===== src/hdl/acf_cfg.svh =====
// Constants for the output/reset configuration and fault flag bank.
// Assumes inclusion by bare name from the bank module, its monitor and the bench.
`ifndef ACF_CFG_SVH
`define ACF_CFG_SVH

// ------------------------------------------------------------
// Register byte offsets
// ------------------------------------------------------------
`define ACF_OFS_CFG      4'h0
`define ACF_OFS_FLAGS    4'h4
`define ACF_OFS_LANECTL  4'h8

// ------------------------------------------------------------
// Address codes carried in bits 15:12 (arbitrary values)
// ------------------------------------------------------------
`define ACF_CODE_CFG     4'h2
`define ACF_CODE_FLAGS   4'h3
`define ACF_CODE_POS     12

// ------------------------------------------------------------
// Field positions
// ------------------------------------------------------------
`define ACF_LANE_POS     8
`define ACF_CMD_POS      0
`define ACF_WCHK_POS     9
`define ACF_SETUP_POS    8
`define ACF_DHI_POS      7
`define ACF_ALEN_POS     0

// ------------------------------------------------------------
// Reset values and command codes
// ------------------------------------------------------------
`define ACF_LANE_RST     2'h0
`define ACF_ALEN_RST     1'h0
`define ACF_FLAGS_RST    10'h000
`define ACF_CMD_SOFT     8'h3C
`define ACF_CMD_HARD     8'hFF

// ------------------------------------------------------------
// AXI responses
// ------------------------------------------------------------
`define ACF_RESP_OKAY    2'h0
`define ACF_RESP_DECERR  2'h3

`endif


===== src/hdl/acf_pkg.sv =====
// Types for the output/reset configuration and fault flag bank.
// Assumes acf_cfg.svh holds all numeric constants.
package acf_pkg;

    // --------------------------------------------------------
    // Lane modes and whole-module state
    // --------------------------------------------------------
    typedef enum logic [1:0] {
        ACF_LANE_TWO,
        ACF_LANE_ONE,
        ACF_LANE_FOUR,
        ACF_LANE_ONE_ALT
    } acf_lane_t;

    typedef struct packed {
        logic        awready;
        logic        wready;
        logic        aw_got;
        logic        w_got;
        logic [3:0]  waddr;
        logic [31:0] wdata;
        logic [3:0]  wstrb;
        logic        bvalid;
        logic [1:0]  bresp;
        logic        arready;
        logic        rvalid;
        logic [31:0] rdata;
        logic [1:0]  rresp;
        acf_lane_t   lane;
        logic        alert_en;
        logic [9:0]  flags;
        logic [3:0]  lane_en;
        logic        b_alarm;
        logic        d_alarm;
        logic        alarm;
        logic        soft_pulse;
        logic        hard_pulse;
    } acf_state_t;

endpackage : acf_pkg


===== src/hdl/acf_bank.sv =====
// Output/reset configuration and sticky fault flag registers behind AXI4-Lite.
// Assumes event inputs come from logic on REF_CLK_I, so they are not synchronised.
`timescale 1ns/10ps

`include "acf_cfg.svh"

module acf_bank
    import acf_pkg::*;
#(
    parameter int ADDR_W = 4
) (
    input  wire logic              REF_CLK_I,
    input  wire logic              SYS_RST_I,
    input  wire logic [ADDR_W-1:0] S_AXI_AWADDR_I,
    input  wire logic              S_AXI_AWVALID_I,
    output logic                   S_AXI_AWREADY_O,
    input  wire logic [31:0]       S_AXI_WDATA_I,
    input  wire logic [3:0]        S_AXI_WSTRB_I,
    input  wire logic              S_AXI_WVALID_I,
    output logic                   S_AXI_WREADY_O,
    output logic [1:0]             S_AXI_BRESP_O,
    output logic                   S_AXI_BVALID_O,
    input  wire logic              S_AXI_BREADY_I,
    input  wire logic [ADDR_W-1:0] S_AXI_ARADDR_I,
    input  wire logic              S_AXI_ARVALID_I,
    output logic                   S_AXI_ARREADY_O,
    output logic [31:0]            S_AXI_RDATA_O,
    output logic [1:0]             S_AXI_RRESP_O,
    output logic                   S_AXI_RVALID_O,
    output logic                   S_AXI_RREADY_UNUSED_O,
    input  wire logic              S_AXI_RREADY_I,
    input  wire logic              WRITE_CHECK_FAIL_I,
    input  wire logic              SETUP_LOAD_FAIL_I,
    input  wire logic [7:0]        CHANNEL_LIMIT_I,
    output logic [3:0]             LANE_EN_O,
    output logic                   LANE_B_ALARM_O,
    output logic                   LANE_D_ALARM_O,
    output logic                   ALARM_O,
    output logic                   SOFT_RESET_O,
    output logic                   HARD_RESET_O
);

    // --------------------------------------------------------
    // Parameter check
    // --------------------------------------------------------
    if (ADDR_W < 4 || ADDR_W > 16) begin : g_bad_addr
        $error("ADDR_W must be between 4 and 16");
    end

    // --------------------------------------------------------
    // State
    // --------------------------------------------------------
    acf_state_t  st_reg;
    acf_state_t  st_next;
    logic [3:0]  aw_lo;
    logic [3:0]  ar_lo;
    logic        do_write;
    logic        do_read;
    logic [7:0]  cmd_byte;
    logic        soft_cmd;
    logic        hard_cmd;
    logic [9:0]  flag_set;
    logic [9:0]  flag_clr;
    logic [15:0] cfg_word;
    logic [15:0] flag_word;

    assign aw_lo = S_AXI_AWADDR_I[3:0];
    assign ar_lo = S_AXI_ARADDR_I[3:0];

    // --------------------------------------------------------
    // Next state
    // --------------------------------------------------------
    always_comb begin
        st_next    = st_reg;
        do_write   = st_reg.aw_got && st_reg.w_got && !st_reg.bvalid;
        do_read    = S_AXI_ARVALID_I && st_reg.arready;
        cmd_byte   = st_reg.wdata[`ACF_CMD_POS +: 8];
        soft_cmd   = 1'b0;
        hard_cmd   = 1'b0;
        flag_clr   = 10'h000;
        st_next.soft_pulse = 1'b0;
        st_next.hard_pulse = 1'b0;

        cfg_word = {`ACF_CODE_CFG, 2'h0, st_reg.lane, 8'h00};
        flag_word = {`ACF_CODE_FLAGS, 2'h0, st_reg.flags};

        // Write address and data are taken independently
        if (S_AXI_AWVALID_I && st_reg.awready) begin
            st_next.aw_got  = 1'b1;
            st_next.waddr   = aw_lo;
            st_next.awready = 1'b0;
        end
        if (S_AXI_WVALID_I && st_reg.wready) begin
            st_next.w_got  = 1'b1;
            st_next.wdata  = S_AXI_WDATA_I;
            st_next.wstrb  = S_AXI_WSTRB_I;
            st_next.wready = 1'b0;
        end

        if (do_write) begin
            st_next.aw_got = 1'b0;
            st_next.w_got  = 1'b0;
            st_next.bvalid = 1'b1;
            st_next.bresp  = `ACF_RESP_OKAY;
            case (st_reg.waddr)
                `ACF_OFS_CFG: begin
                    if (st_reg.wstrb[1]) begin
                        st_next.lane = acf_lane_t'(st_reg.wdata[`ACF_LANE_POS +: 2]);
                    end
                    if (st_reg.wstrb[0]) begin
                        soft_cmd = (cmd_byte == `ACF_CMD_SOFT);
                        hard_cmd = (cmd_byte == `ACF_CMD_HARD);
                        // other codes fall through with no action
                    end
                end
                `ACF_OFS_FLAGS: begin
                    // Flags are read-only; write is accepted and dropped
                end
                `ACF_OFS_LANECTL: begin
                    if (st_reg.wstrb[0]) begin
                        st_next.alert_en = st_reg.wdata[`ACF_ALEN_POS];
                    end
                end
                default: begin
                    st_next.bresp = `ACF_RESP_DECERR;
                end
            endcase
        end

        if (st_reg.bvalid && S_AXI_BREADY_I) begin
            st_next.bvalid = 1'b0;
        end

        // Ready for a new write only once the previous one is answered
        st_next.awready = !st_next.aw_got && !st_next.bvalid;
        st_next.wready  = !st_next.w_got && !st_next.bvalid;

        // Read channel
        if (do_read) begin
            st_next.rvalid  = 1'b1;
            st_next.arready = 1'b0;
            st_next.rresp   = `ACF_RESP_OKAY;
            case (ar_lo)
                `ACF_OFS_CFG: begin
                    st_next.rdata = {16'h0000, cfg_word};
                end
                `ACF_OFS_FLAGS: begin
                    st_next.rdata = {16'h0000, flag_word};
                    flag_clr[`ACF_WCHK_POS] = 1'b1;
                    flag_clr[7:0]           = 8'hFF;
                    flag_clr[`ACF_SETUP_POS] = 1'b0;
                end
                `ACF_OFS_LANECTL: begin
                    st_next.rdata = {31'h0, st_reg.alert_en};
                end
                default: begin
                    st_next.rdata = 32'h0000_0000;
                    st_next.rresp = `ACF_RESP_DECERR;
                end
            endcase
        end else if (st_reg.rvalid && S_AXI_RREADY_I) begin
            st_next.rvalid  = 1'b0;
            st_next.arready = 1'b1;
        end

        if (soft_cmd) begin
            flag_clr[`ACF_WCHK_POS] = 1'b1;
            flag_clr[7:0]           = 8'hFF;
        end

        // hard reset restores defaults and clears setup bit
        if (hard_cmd) begin
            flag_clr         = 10'h3FF;
            st_next.lane     = acf_lane_t'(`ACF_LANE_RST);
            st_next.alert_en = `ACF_ALEN_RST;
        end

        flag_set                  = 10'h000;
        flag_set[`ACF_WCHK_POS]   = WRITE_CHECK_FAIL_I;
        flag_set[`ACF_SETUP_POS]  = SETUP_LOAD_FAIL_I;
        flag_set[7:0]             = CHANNEL_LIMIT_I;

        st_next.flags = (st_reg.flags & ~flag_clr) | flag_set;

        st_next.soft_pulse = soft_cmd;
        st_next.hard_pulse = hard_cmd;

        // Lane drivers follow the committed mode
        case (st_next.lane)
            ACF_LANE_TWO: begin
                st_next.lane_en = 4'h3;
            end
            ACF_LANE_FOUR: begin
                st_next.lane_en = 4'hF;
            end
            ACF_LANE_ONE, ACF_LANE_ONE_ALT: begin
                st_next.lane_en = 4'h1;
            end
            default: begin
                st_next.lane_en = 4'h1;
            end
        endcase

        // alarm on lane B only in mode 01
        st_next.b_alarm = (st_next.lane == ACF_LANE_ONE) && st_next.alert_en;
        // lane D pin is alarm unless four-lane mode
        st_next.d_alarm = (st_next.lane != ACF_LANE_FOUR);
        st_next.alarm   = |st_next.flags;
    end

    // --------------------------------------------------------
    // Registers
    // --------------------------------------------------------
    always_ff @(posedge REF_CLK_I) begin
        if (SYS_RST_I) begin
            st_reg          <= '0;
            st_reg.awready  <= 1'b1;
            st_reg.wready   <= 1'b1;
            st_reg.arready  <= 1'b1;
            st_reg.lane     <= acf_lane_t'(`ACF_LANE_RST);
            st_reg.alert_en <= `ACF_ALEN_RST;
            st_reg.flags    <= `ACF_FLAGS_RST;
            st_reg.lane_en  <= 4'h3;
            st_reg.d_alarm  <= 1'b1;
        end else begin
            st_reg <= st_next;
        end
    end

    // --------------------------------------------------------
    // Outputs, all straight from st_reg except S_AXI_RREADY_UNUSED_O, tied to 0
    // --------------------------------------------------------
    assign S_AXI_AWREADY_O       = st_reg.awready;
    assign S_AXI_WREADY_O        = st_reg.wready;
    assign S_AXI_BVALID_O        = st_reg.bvalid;
    assign S_AXI_BRESP_O         = st_reg.bresp;
    assign S_AXI_ARREADY_O       = st_reg.arready;
    assign S_AXI_RVALID_O        = st_reg.rvalid;
    assign S_AXI_RDATA_O         = st_reg.rdata;
    assign S_AXI_RRESP_O         = st_reg.rresp;
    assign S_AXI_RREADY_UNUSED_O = 1'b0;
    assign LANE_EN_O             = st_reg.lane_en;
    assign LANE_B_ALARM_O        = st_reg.b_alarm;
    assign LANE_D_ALARM_O        = st_reg.d_alarm;
    assign ALARM_O               = st_reg.alarm;
    assign SOFT_RESET_O          = st_reg.soft_pulse;
    assign HARD_RESET_O          = st_reg.hard_pulse;

endmodule : acf_bank


===== config.mk =====
export PLATFORM = sky130hd
export DESIGN_NAME = acf_bank
export DESIGN_NICKNAME = d
export VERILOG_FILES = /design/src/hdl/acf_pkg.sv /design/src/hdl/acf_bank.sv
export VERILOG_INCLUDE_DIRS = /design/src /design/src/hdl
export SDC_FILE = /design/constraint.sdc
export NUM_CORES = 1
export LEC_CHECK = 0
export ABC_AREA = 1
export BUFFER_PORTS_ARGS = -buffer_cell sky130_fd_sc_hd__buf_2
export CORE_UTILIZATION = 38
export CTS_CLUSTER_SIZE = 30
export DETAILED_ROUTE_END_ITERATION = 6
export PLACE_DENSITY = 0.69
export SLEW_MARGIN = 5
export SYNTH_ARGS = -nofsm -noshare
export SYNTH_HDL_FRONTEND = slang
export SYNTH_SLANG_ARGS = --single-unit

===== constraint.sdc =====
create_clock -name REF_CLK_I -period 1.4 [get_ports REF_CLK_I]
set_input_delay 0.07 -clock REF_CLK_I [delete_from_list [all_inputs] [get_ports REF_CLK_I]]
set_output_delay 0.07 -clock REF_CLK_I [all_outputs]
set_load 0.005 [all_outputs]

==> metrics.md <==
| Metric | Value |
|---|---|
| Die H | `83.8 um` |
| Period utilization | `106%` |
| Status | `finished, violations left` |
| Final Hold Fails | `0` |
| Largest register FFs | `12` |
| Post-synthesis register bit count | `57` |
| Seq/Total Area, Yosys | `44.8%` |
| Clk_skew | `0.00865 ns` |
| Sequential Area | `1160 um2` |
| WP data required | `1.62 ns` |
| Worst min path class | `in2reg` |
| Critical Path End | `ALARM_O` |
| Synthesis-to-finish area growth | `31.5%` |
| Dpl ws | `-0.157 ns` |
| Critical path arrival | `1.70 ns` |
| Worst-path maximum fanout | `5` |
| LEAKAGE | `1.62 nW` |
| Critical path origin | `cmd_byte[6]` |
| Synth area leader | `dfxtp_1` |
| Final std cells w/o fill | `507` |
| WS Path Type | `reg2reg` |
| Most Crowded Layer GR | `met2` |
| WHS | `0.0117 ns` |
| Drt initial violations | `83` |
| Reg2Reg Launch Point | `cmd_byte[6]` |
| Endpoints failing setup | `3` |
| Number of core rows | `29` |
| Met3 GRT Util | `5.74%` |
| Avg WL per Cell | `10.7 um` |
| Via count | `2215` |
| Number of antenna repair diodes | `0` |
| TritonCTS Buffers | `9` |
| Mapped Avg Cell Area | `7.57 um2` |
| TritonRoute pass-1 iters | `7` |
| Fin. max-slew vios | `0` |
| Area fraction of the dominant cell type after synthesis | `44.8%` |
| Critical path capture point type | `flop` |
| Startpoint types | `flop` |
| Worst-Skew Late Latency | `0.34 ns` |
| Clk sinks | `57` |
| Worst VDD drop | `0.000476 V` |
| Remaining DRCs | `14` |
| Largest net degree at the start of global routing | `31` |
| Placed inst area | `2860 um2` |
| Nets | `486` |
| Post-layout util | `52.1%` |
| Tot Pwr | `3.64 mW` |
| FMAX | `674 MHz` |
| First-pass GRT wire length | `8980 um` |
| Setup_tns | `-0.133 ns` |
| Initial Util | `39.6%` |
| Share of cells above drive strength 1 | `34.0%` |
| Final design area excluding fillers | `3350 um2` |
| Vias per cell | `4.37` |
| Synth cell types | `27` |
| Routing usage on met1 | `18.2%` |
| Filler instances | `603` |
| Minimum clock period | `1.48 ns` |
| R2R cell count | `12` |
| IO Port Bufs | `65` |
| Met2 Use GR | `28.0%` |
| H-tree levels | `3` |
| IO Pins | `112` |
| CTS tree | `done` |
| Synthesized area | `2540 um2` |
| DP Wirelength | `3850 um` |
| Cells after DPL | `470` |
| Final Wtd Congestion | `0.791` |
| Routed Antenna Nets | `0` |
| CORE AREA | `6420 um2` |
| Multi-input gate area | `1080 um2` |
| Mapped Cells | `336` |
| Clk root buf | `clkbuf_8` |
| Ranking of synthesized cells by area | `dfxtp_1, buf_4, nor2_1` |
| R2R Path End | `ALARM_O` |
| GRT overflow | `0` |
| Vias in the first global route | `2067` |
| Pwr Density | `1090 nW/um2` |
| RSZ-0062 raised after global routing | `true` |
| Routed WL | `5440 um` |
| Clock buffer depth | `2` |
| DIE WIDTH | `83.8 um` |
| Ys Warns | `0` |
| Die area | `7030 um2` |
| Failing checks | `DRC, setup timing` |
| Total Routing Usage GR | `16.4%` |
| Clock Pin Slew Worst Setup and Hold Paths | `0.07 ns` |
| Setup ws final | `-0.0834 ns` |
| Antenna violations before repair | `0` |
| Max Cap Viol | `0` |
| Worst reg2reg setup slack | `-0.08 ns` |
==> worst max-delay path, stage by stage, from the launching register on <==
cell     delay, ns
dfxtp_4       0.36
nor2_4        0.11
nand2_1       0.06
nor2_2        0.16
nand3_4       0.12
nand3_4       0.10
inv_2         0.05
nand2_2       0.07
nand2_2       0.05
nor2_1        0.09
nand2_1       0.06
nor2_1        0.08
nor2_1        0.04
==> Yosys cell counts <==
| library cell | number |
|---|---|
| clkinv_1 | 1 |
| o22ai_1 | 1 |
| dfxtp_1 | 57 |
| nor3_1 | 4 |
| inv_1 | 40 |
| nor2_1 | 50 |
| nor3_2 | 2 |
| clkbuf_1 | 5 |
| nand4_1 | 5 |
| a31oi_1 | 2 |
| o21ai_0 | 24 |
| nand2_1 | 46 |
| nor4_1 | 1 |
| buf_4 | 41 |
| nand2_2 | 2 |
| inv_2 | 2 |
| a21oi_1 | 25 |
| buf_1 | 1 |
| nand3_2 | 2 |
| nor2_2 | 5 |
| clkbuf_2 | 1 |
| or2_2 | 1 |
| nand3_4 | 2 |
| conb_1 | 2 |
| nand3_1 | 8 |
| nor2_4 | 2 |
| o21bai_1 | 4 |
==> routing by layer <==
metal  wire length (um)  vias up
li1                   -     1176
met1               2350      956
met2               2650       73
met3                340       10
met4                100        0
met5                  0        -
==> cell families after synthesis <==
| group | Yosys count | synth area share, % |
|---|---|---|
| and+or+nand+nor | 130 | 23.8 |
| buffers and inverters | 91 | 19.5 |
| DFF | 57 | 44.8 |
| AOI/OAI and AO/OA | 56 | 11.6 |
| other | 2 | 0.295 |
==> timing repair <==
action / 4_1_cts / 5_1_grt
resized for setup: 15 / 21
endpoints found under the setup margin: 6 / 10
hold endpoints to repair: 17 / 0
hold buffers: 17 / 0
cloned: 0 / 0
buffers inserted: 4 / 1
pin swaps: 11 / 11
==> power breakdown <==
group,switching [mW],internal (mW),total (mW)
Clock,0.620,0.730,1.35
Combinational,0.264,0.232,0.496
Sequential,0.0671,1.73,1.79
Total,0.951,2.69,3.64
==> worst min path at each step <==
stage	from	to	slack, ns	depth (start not counted)
floorplan	CHANNEL_LIMIT_I[1]	flag_word[1]	0.22	2
global placement	S_AXI_WDATA_I[7]	cmd_byte[7]	0.32	3
detailed placement	S_AXI_WDATA_I[4]	cmd_byte[4]	0.33	3
CTS	S_AXI_AWADDR_I[2]	st_reg[99]	0.003	3
global route	S_AXI_WDATA_I[1]	cmd_byte[1]	0.01	3
finish	S_AXI_AWADDR_I[2]	st_reg[99]	0.01	3
==> cell usage in the layout (no fill, tap or decap), types with 5 or more instances in the layout <==
cell            n
buf_4          24
a21oi_1        25
nand3_4         5
conb_1         22
nand2_1        42
inv_1          38
nand2_2         6
nor2_2          5
buf_2          65
dfxtp_2         7
clkbuf_8       11
nor2_1         46
nor2_4          6
dlygate4sd3_1  17
dfxtp_1        48
o21ai_0        23
nand4_1         5
nand3_1         5
==> final cells by class <==
type / count / area share (%)
Sequential cell: 57 / 34.6
Multi-Input combinational cell: 208 / 32.3
Timing Repair Buffer: 106 / 20.2
Inverter: 43 / 4.82
Clock buffer: 13 / 4.75
Tap cell: 77 / 2.88
Clock inverter: 3 / 0.449
Note: power is estimated with default switching activity, not from simulation.
